--- src/hdl/slot_event_pkg.sv ---
// Constants and types for the slot event enable block.
// Assumes a 32-bit classic Wishbone bus and one 100 MHz clock.
package slot_event_pkg;
	// ==========================================
	// Register map
	localparam logic [4:0] ADDR_SLOT_CTL = 5'h00;
	localparam logic [4:0] ADDR_SLOT_STAT = 5'h04;
	localparam logic [4:0] ADDR_PORT_CFG = 5'h08;
	localparam logic [4:0] ADDR_IRQ_STAT = 5'h0c;
	localparam logic [4:0] ADDR_IRQ_MASK = 5'h10;
	// ==========================================
	// Slot control fields
	localparam int LAMP_LSB = 6;
	localparam int HP_EN_BIT = 5;
	localparam int CMD_EN_BIT = 4;
	localparam int PRES_EN_BIT = 3;
	localparam int LATCH_EN_BIT = 2;
	// Slot status and interrupt status fields
	localparam int CMD_BIT = 0;
	localparam int PRES_BIT = 1;
	localparam int LATCH_BIT = 2;
	localparam int HPI_BIT = 0;
	localparam int PME_BIT = 1;
	// Port configuration fields
	localparam int MESSAGE_IRQ_ENABLE_BIT = 0;
	localparam int WAKE_EN_BIT = 1;
	localparam int PSTATE_LSB = 2;
	// ==========================================
	// Lamp codes and power states
	localparam logic [1:0] LAMP_RSVD = 2'h0;
	localparam logic [1:0] LAMP_ON = 2'h1;
	localparam logic [1:0] LAMP_BLINK = 2'h2;
	localparam logic [1:0] LAMP_OFF = 2'h3;
	typedef enum logic [1:0] {PS_D0, PS_D1, PS_D2, PS_D3HOT} power_state_e;
	// ==========================================
	// Reset values and timing
	localparam logic [1:0] LAMP_RESET = LAMP_OFF;
	localparam int CLK_MHZ = 100;
	localparam int CMD_TIME_NS = 1000;
	localparam int CMD_CYCLES = CMD_TIME_NS * CLK_MHZ / 1000;
	localparam int BLINK_HALF_MS = 500;
	localparam int BLINK_CYCLES = BLINK_HALF_MS * CLK_MHZ * 1000;
	// ==========================================
	// Slot control register image
	typedef struct packed {
		logic [1:0] attention_lamp_control;
		logic hotplug_irq_enable;
		logic cmd_done_irq_enable;
		logic presence_change_enable;
		logic latch_change_enable;
	} slot_ctl_s;
	localparam slot_ctl_s SLOT_CTL_RESET = '{LAMP_RESET, 1'b0, 1'b0, 1'b0, 1'b0};
	// Event flags of the slot status register
	typedef struct packed {
		logic latch_changed_flag;
		logic presence_changed_flag;
		logic cmd_done_flag;
	} slot_flags_s;
endpackage : slot_event_pkg

--- src/hdl/hotplug_slot_event_enables.sv ---
// Slot control enables of a downstream port hot-plug controller.
// Assumes a classic Wishbone master on ref_clk and asynchronous slot pins.
//
// Overview of operation
// (RQ1) Lamp field bits 7:6: 00 reserved, 01 on, 10 blinking, 11 off; drives lamp pin.
// (RQ2) Bit 5 enables hot-plug interrupts for enabled events; 0 suppresses all.
// (RQ3) Bit 4 enables the interrupt raised when a slot command completes.
// (RQ4) A write changing a slot-control output field starts a command.
// (RQ5) Interrupt only when event enable, global enable and message enable are set.
// (RQ6) Bit 3 allows interrupt or PME on presence-changed flag; 0 suppresses both.
// (RQ7) In D1, D2 or D3hot a PME needs the wake enable as well.
// (RQ8) Bit 2 allows interrupt or PME on latch-changed flag; 0 suppresses both.
// (RQ9) One interrupt per rising assertion of an enabled event, not repeated.
//
// Our own choices: the Wishbone interface to the registers and the address map.
`timescale 1ns/100ps
module hotplug_slot_event_enables #(
	parameter int BLINK_HALF = slot_event_pkg::BLINK_CYCLES
) (
	// Clock and reset
	input wire logic ref_clk,
	input wire logic rst_n,
	// Wishbone slave
	input wire logic wb_cyc_i,
	input wire logic wb_stb_i,
	input wire logic wb_we_i,
	input wire logic [4:0] wb_adr_i,
	input wire logic [3:0] wb_sel_i,
	input wire logic [31:0] wb_dat_i,
	output logic [31:0] wb_dat_o,
	output logic wb_ack_o,
	// Slot sensor pins
	input wire logic presence_pin,
	input wire logic latch_pin,
	// Upstream signalling
	output logic hotplug_irq_pulse,
	output logic wake_event_pulse,
	output logic irq,
	// Indicator
	output logic attention_lamp_pin
);
	import slot_event_pkg::*;

	localparam int CMD_W = $clog2(CMD_CYCLES + 1);
	localparam int BLINK_W = $clog2(BLINK_HALF + 1);

	slot_ctl_s ctl;
	slot_flags_s flags;
	logic message_irq_enable;
	logic wake_event_enable;
	power_state_e pstate;
	logic [1:0] irq_stat;
	logic [1:0] irq_mask;
	logic [1:0] pres_sync;
	logic [1:0] latch_sync;
	logic pres_q;
	logic latch_q;
	logic [CMD_W-1:0] cmd_count;
	logic cmd_busy;
	logic [BLINK_W-1:0] blink_count;
	logic blink_phase;
	logic [2:0] cond_q;

	// ==========================================
	// Bus decode
	logic req;
	logic wr_take;
	logic [31:0] next_rdata;
	logic [31:0] wmask;
	slot_ctl_s next_ctl;
	logic cmd_start;
	logic pres_edge;
	logic latch_edge;
	logic cmd_finish;

	function automatic logic [31:0] lane_mask(input logic [3:0] sel);
		lane_mask = {{8{sel[3]}}, {8{sel[2]}}, {8{sel[1]}}, {8{sel[0]}}};
	endfunction : lane_mask

	function automatic logic hit(input logic [4:0] adr, input logic [4:0] reg_adr);
		hit = (adr == reg_adr);
	endfunction : hit

	assign req = wb_cyc_i & wb_stb_i;
	// A write lands on the edge at which the master samples ack
	assign wr_take = req & wb_ack_o & wb_we_i;
	assign wmask = lane_mask(wb_sel_i) & wb_dat_i;

	always_comb begin
		next_ctl = ctl;
		if (wr_take && hit(wb_adr_i, ADDR_SLOT_CTL) && wb_sel_i[0]) begin
			next_ctl = slot_ctl_s'(wb_dat_i[LAMP_LSB+1:LATCH_EN_BIT]);
		end
	end

	// Only the lamp field drives an output, so only it forms a command
	assign cmd_start = (next_ctl.attention_lamp_control != ctl.attention_lamp_control); // RQ4

	always_comb begin
		next_rdata = 32'h0;
		unique case (wb_adr_i)
			ADDR_SLOT_CTL: next_rdata[LAMP_LSB+1:LATCH_EN_BIT] = ctl;
			ADDR_SLOT_STAT: next_rdata[LATCH_BIT:CMD_BIT] = flags;
			ADDR_PORT_CFG: begin
				next_rdata[MESSAGE_IRQ_ENABLE_BIT] = message_irq_enable;
				next_rdata[WAKE_EN_BIT] = wake_event_enable;
				next_rdata[PSTATE_LSB+1:PSTATE_LSB] = pstate;
			end
			ADDR_IRQ_STAT: next_rdata[PME_BIT:HPI_BIT] = irq_stat;
			ADDR_IRQ_MASK: next_rdata[PME_BIT:HPI_BIT] = irq_mask;
			default: next_rdata = 32'h0;
		endcase
	end

	always_ff @(posedge ref_clk or negedge rst_n) begin
		if (!rst_n) begin
			wb_ack_o <= 1'b0;
			wb_dat_o <= 32'h0;
		end else begin
			wb_ack_o <= req & ~wb_ack_o;
			if (req && !wb_ack_o) begin
				wb_dat_o <= next_rdata;
			end
		end
	end

	// ==========================================
	// Control registers
	always_ff @(posedge ref_clk or negedge rst_n) begin
		if (!rst_n) begin
			ctl <= SLOT_CTL_RESET;
		end else begin
			ctl <= next_ctl;
		end
	end

	always_ff @(posedge ref_clk or negedge rst_n) begin
		if (!rst_n) begin
			message_irq_enable <= 1'b0;
			wake_event_enable <= 1'b0;
			pstate <= PS_D0;
			irq_mask <= 2'h0;
		end else if (wr_take && wb_sel_i[0]) begin
			if (hit(wb_adr_i, ADDR_PORT_CFG)) begin
				message_irq_enable <= wb_dat_i[MESSAGE_IRQ_ENABLE_BIT];
				wake_event_enable <= wb_dat_i[WAKE_EN_BIT];
				pstate <= power_state_e'(wb_dat_i[PSTATE_LSB+1:PSTATE_LSB]);
			end
			if (hit(wb_adr_i, ADDR_IRQ_MASK)) begin
				irq_mask <= wb_dat_i[PME_BIT:HPI_BIT];
			end
		end
	end

	// ==========================================
	// Sensor synchronisers and change detect
	always_ff @(posedge ref_clk or negedge rst_n) begin
		if (!rst_n) begin
			pres_sync <= 2'h0;
			latch_sync <= 2'h0;
			pres_q <= 1'b0;
			latch_q <= 1'b0;
		end else begin
			pres_sync <= {pres_sync[0], presence_pin};
			latch_sync <= {latch_sync[0], latch_pin};
			pres_q <= pres_sync[1];
			latch_q <= latch_sync[1];
		end
	end

	// Both edges count; the first compare after reset may see a change
	assign pres_edge = pres_sync[1] ^ pres_q;
	assign latch_edge = latch_sync[1] ^ latch_q;

	// ==========================================
	// Command timer
	assign cmd_finish = cmd_busy && (cmd_count == CMD_W'(1));

	always_ff @(posedge ref_clk or negedge rst_n) begin
		if (!rst_n) begin
			cmd_busy <= 1'b0;
			cmd_count <= '0;
		end else if (cmd_start) begin
			// A new command while one runs restarts the timer
			cmd_busy <= 1'b1;
			cmd_count <= CMD_W'(CMD_CYCLES);
		end else if (cmd_busy) begin
			cmd_count <= cmd_count - CMD_W'(1);
			cmd_busy <= ~cmd_finish;
		end
	end

	// ==========================================
	// Slot status flags, write one to clear; a set in the same cycle wins
	logic [2:0] stat_clr;
	logic [2:0] stat_set;
	assign stat_clr = (wr_take && hit(wb_adr_i, ADDR_SLOT_STAT)) ? wmask[LATCH_BIT:CMD_BIT] : 3'h0;
	assign stat_set = {latch_edge, pres_edge, cmd_finish};

	always_ff @(posedge ref_clk or negedge rst_n) begin
		if (!rst_n) begin
			flags <= '0;
		end else begin
			flags <= slot_flags_s'((flags & ~stat_clr) | stat_set);
		end
	end

	// ==========================================
	// Event gating
	logic [2:0] cond;
	logic [2:0] rise;
	logic low_power;
	logic irq_allowed;
	logic fire_irq;
	logic fire_pme;

	assign cond[CMD_BIT] = flags.cmd_done_flag & ctl.cmd_done_irq_enable; // RQ3
	assign cond[PRES_BIT] = flags.presence_changed_flag & ctl.presence_change_enable; // RQ6
	assign cond[LATCH_BIT] = flags.latch_changed_flag & ctl.latch_change_enable; // RQ8
	assign rise = cond & ~cond_q; // RQ9
	assign low_power = (pstate != PS_D0);
	assign irq_allowed = ctl.hotplug_irq_enable & message_irq_enable; // RQ2 RQ5
	// Interrupts in D0; in lower states presence and latch wake the host instead
	assign fire_irq = irq_allowed && !low_power && (rise != 3'h0); // RQ5
	assign fire_pme = low_power && wake_event_enable && (rise[LATCH_BIT:PRES_BIT] != 2'h0); // RQ7

	always_ff @(posedge ref_clk or negedge rst_n) begin
		if (!rst_n) begin
			cond_q <= 3'h0;
			hotplug_irq_pulse <= 1'b0;
			wake_event_pulse <= 1'b0;
		end else begin
			cond_q <= cond;
			hotplug_irq_pulse <= fire_irq; // RQ2
			wake_event_pulse <= fire_pme; // RQ7
		end
	end

	// ==========================================
	// Local interrupt status and level output
	logic [1:0] irq_clr;
	logic [1:0] irq_set;
	assign irq_clr = (wr_take && hit(wb_adr_i, ADDR_IRQ_STAT)) ? wmask[PME_BIT:HPI_BIT] : 2'h0;
	assign irq_set = {fire_pme, fire_irq};

	always_ff @(posedge ref_clk or negedge rst_n) begin
		if (!rst_n) begin
			irq_stat <= 2'h0;
			irq <= 1'b0;
		end else begin
			irq_stat <= (irq_stat & ~irq_clr) | irq_set;
			irq <= |(((irq_stat & ~irq_clr) | irq_set) & irq_mask);
		end
	end

	// ==========================================
	// Attention lamp
	always_ff @(posedge ref_clk or negedge rst_n) begin
		if (!rst_n) begin
			blink_count <= '0;
			blink_phase <= 1'b0;
		end else if (blink_count == BLINK_W'(BLINK_HALF - 1)) begin
			blink_count <= '0;
			blink_phase <= ~blink_phase;
		end else begin
			blink_count <= blink_count + BLINK_W'(1);
		end
	end

	always_ff @(posedge ref_clk or negedge rst_n) begin
		if (!rst_n) begin
			attention_lamp_pin <= 1'b0;
		end else begin
			unique case (ctl.attention_lamp_control)
				LAMP_ON: attention_lamp_pin <= 1'b1; // RQ1
				LAMP_BLINK: attention_lamp_pin <= blink_phase; // RQ1
				LAMP_OFF: attention_lamp_pin <= 1'b0; // RQ1
				// Reserved code keeps the lamp as it was
				LAMP_RSVD: attention_lamp_pin <= attention_lamp_pin; // RQ1
			endcase
		end
	end
endmodule : hotplug_slot_event_enables

--- config.mk ---
export PLATFORM = sky130hd
export DESIGN_NAME = hotplug_slot_event_enables
export DESIGN_NICKNAME = d
export VERILOG_FILES = /design/src/hdl/slot_event_pkg.sv /design/src/hdl/hotplug_slot_event_enables.sv
export SDC_FILE = /design/constraint.sdc
export NUM_CORES = 1
export LEC_CHECK = 0
export BUFFER_PORTS_ARGS = -buffer_cell sky130_fd_sc_hd__buf_2
export CELL_PAD_IN_SITES_DETAIL_PLACEMENT = 2
export CELL_PAD_IN_SITES_GLOBAL_PLACEMENT = 2
export CORE_AREA = 2 2 104 106
export CTS_BUF_LIST = sky130_fd_sc_hd__clkbuf_8
export DETAILED_ROUTE_END_ITERATION = 6
export DIE_AREA = 0 0 106 108
export PLACE_DENSITY_LB_ADDON = 0.1
export SLEW_MARGIN = 30
export SYNTH_ARGS = -nofsm -noshare
export SYNTH_HDL_FRONTEND = slang
export SYNTH_SLANG_ARGS = --single-unit
--- constraint.sdc ---
create_clock -name ref_clk -period 2.2 [get_ports ref_clk]
set_input_delay 0.22 -clock ref_clk [delete_from_list [all_inputs] [get_ports ref_clk]]
set_output_delay 0.22 -clock ref_clk [all_outputs]
set_load 0.01 [all_outputs]
==> flow_summary.json <==
{
  "status": "finished, final reports clean",
  "dr_total_vias": 2463,
  "yosysWarnings": 0,
  "clock_latency_ns": 0.35,
  "nFillCells": 1090,
  "min_period_ns": 1.91,
  "routed_wl_um": 8160,
  "powerDensity_mw_per_mm2": 668,
  "clock_sinks": 74,
  "gp_congestion": 0.731,
  "cp-end-kind": "flop",
  "grt_max_degree": 70,
  "vdd_drop_max_mv": 0.253,
  "cp-startpoint": "blink_count[2]",
  "synthCells": 315,
  "die_w_um": 106,
  "viasPerCell": 4.95,
  "ys_seq_elements": 74,
  "maxCapViolations": 0,
  "crit_fanout": 11,
  "h-tree-depth": 3,
  "io_pins": 85,
  "drv_slew": 0,
  "setup-tns-final_ns": 0,
  "areaGrowthSynthToFinish_pct": 13.3,
  "die_h_um": 108,
  "synth_top_cell_by_area": "dfrtp_1",
  "clockPowerShare": 0.409,
  "grt_pass1_vias": 2598,
  "dr.pass1.iters": 4,
  "grt_overflow": 0,
  "grt_pass1_wl_um": 13800,
  "arrival_ns": 2.18,
  "critPathRequiredTime_ns": 2.47,
  "netlist_area_sq_mm": 0.00356,
  "grtUsageTotal": 0.156,
  "cts_root_buf": "clkbuf_8",
  "finalHoldViolCount": 0,
  "hold_buffers": 3,
  "p_leak_uw": 0.00188,
  "yosys.area.top_type_share": 0.506,
  "layout_worst_path_cycle_share": 0.870,
  "clockBufferDepth": 2,
  "synthFlopType": "dfrtp_1",
  "cts_setup_buffers": 0,
  "core_sq_mm": 0.0102,
  "synthArstFlopShare": 1.00,
  "drc": 0,
  "yosysSeqAreaShare": 0.521,
  "avgSynthCellArea_sq_um": 11.3,
  "hpwl_um": 5730,
  "p_switching_uw": 679,
  "synth_edf_count": 0,
  "criticalPathCategory": "flop to flop",
  "cts_tree": "built",
  "layout_common_cells": "72 x dfrtp_1, 32 x buf_2, 24 x conb_1",
  "setup_viol": 0,
  "cts_buffers": 9,
  "yosys.cell_types.count": 47,
  "hold_class": "input port to flop",
  "start_kind": "flop",
  "die_area_sq_mm": 0.0114,
  "rows": 37,
  "drive_gt1_frac": 0.235,
  "diodes": 0,
  "path_clk_slew_ns": 0.08,
  "drt_iter0_drc": 83,
  "drtAntennaViolNets": 0,
  "wl_per_cell_um": 16.4,
  "p_sw_frac": 0.252,
  "ctsResizeCount": 0,
  "nets": 408,
  "start_util": 0.348,
  "power.internal_uw": 2010,
  "clock.fmax_mhz": 523,
  "antenna_found_initial": 0,
  "p_comb_frac": 0.064,
  "p_seq_frac": 0.527,
  "rsz0062_at_grt": "false",
  "hp-start": "wb_dat_i[4]",
  "final_common_cell": "dfrtp_1",
  "finClkSkew_ns": 0.00862,
  "dpl_cell_area_sq_mm": 0.00380,
  "synthTopCellsByArea": "dfrtp_1 51%, buf_4 5.3%, mux2_2 4.4%, xor2_1 3.4%, xnor2_1 2.7%",
  "r2r_start": "blink_count[2]",
  "io_buffers": 33,
  "fin_area_sq_mm": 0.00403
}
-- sequential cells by signal, summed over array words and instances (netlist names), 2 cells and up --
name,count
blink_count,26
wb_dat_o,8
cmd_count,7
ctl,6
cond_q,3
flags,3
irq_mask,2
irq_stat,2
latch_sync,2
pres_sync,2
pstate,2
-- Yosys cell counts, types with 2 or more instances --
cell type   n
dfrtp_1    72
buf_4      25
nand2_1    19
nor2_1     19
mux2_2     14
xor2_1     14
nand3_1    12
xnor2_1    11
o31ai_1    10
a21oi_1     9
nand4_1     9
a22o_1      7
and3_1      7
or4_1       7
a21o_1      6
and2_1      6
inv_1       6
clkbuf_1    5
nand3b_1    5
nor3_1      4
o21ai_0     4
a21oi_2     3
and4_1      3
buf_2       3
buf_6       3
ha_1        3
or4_4       3
a221oi_1    2
a31oi_1     2
dfstp_2     2
mux2i_1     2
nor2b_1     2
nor4bb_1    2
-- area by class of cell --
cell class                 instances  area (sq um)  area share
multi-input combinational        222          1510       0.375
clock inverter                     6          63.8      0.0158
clock buffer                      10           138      0.0341
sequential                        74          1850       0.460
inverter                           6          22.5     0.00559
timing repair buffer              44           270      0.0670
tap                              136           170      0.0422
-- critical path, cell delays in order, from the launching register on --
cell	delay, ns
dfrtp_1	0.44
and4_1	0.39
nand2_4	0.16
nor4_4	0.46
buf_4	0.23
xor2_1	0.15
-- stage by stage --
| step | instances | total power, uW | setup slack (ns) | util | hold slack, ns |
|---|---|---|---|---|---|
| 2_1_floorplan | 338 | 1560 | 0.489 | - | -0.0756 |
| 3_3_place_gp | 479 | 1610 | 0.352 | 0.371 | 0.0353 |
| 3_5_place_dp | 479 | 1620 | 0.292 | 0.371 | 0.0374 |
| 4_1_cts | 498 | 2750 | 0.248 | 0.394 | 0.0859 |
| 5_1_grt | 498 | 2820 | 0.103 | 0.394 | 0.0833 |
| 6_report | 498 | 2690 | 0.286 | 0.394 | 0.102 |
-- power groups by stage --
stage | logic (uW) | registers, uW | clock network, uW
floorplan | 112 | 1440 | 0
global placement | 169 | 1440 | 0
detailed placement | 172 | 1450 | 0
CTS | 178 | 1420 | 1150
global route | 199 | 1430 | 1190
finish | 173 | 1420 | 1100
-- kinds of logic after synthesis --
| logic type | synth area share |
|---|---|
| adders and majority gates | 0.0105 |
| xor gates and xnor gates | 0.0615 |
| other | 0.00105 |
| AOI/OAI and AO/OA | 0.0900 |
| DFF | 0.521 |
| buffers and inverters | 0.0781 |
| muxes | 0.0499 |
| and+or+nand+nor | 0.188 |
-- metal layers --
metal  up-vias  track usage  part of all wire
li1       1158            -                 -
met1      1257        0.201              0.46
met2        40        0.262              0.49
met3         8       0.0404             0.034
met4         0       0.0451             0.011
met5         -            0                 0
-- final timing paths --
| kind | end | slack [ns] | cells past startpoint |
|---|---|---|---|
| worst max-delay path | blink_phase | 0.29 | 5 |
| worst min-delay path | ctl[2] | 0.10 | 2 |
| worst min register to register | pres_sync[1] | 0.35 | 0 |
| max in group asynchronous | ctl[5] | 1.36 | 3 |
| min in group asynchronous | irq | 0.21 | 2 |
| worst max register to register | blink_phase | 0.29 | 5 |
Power figures use the tool's default switching activity.
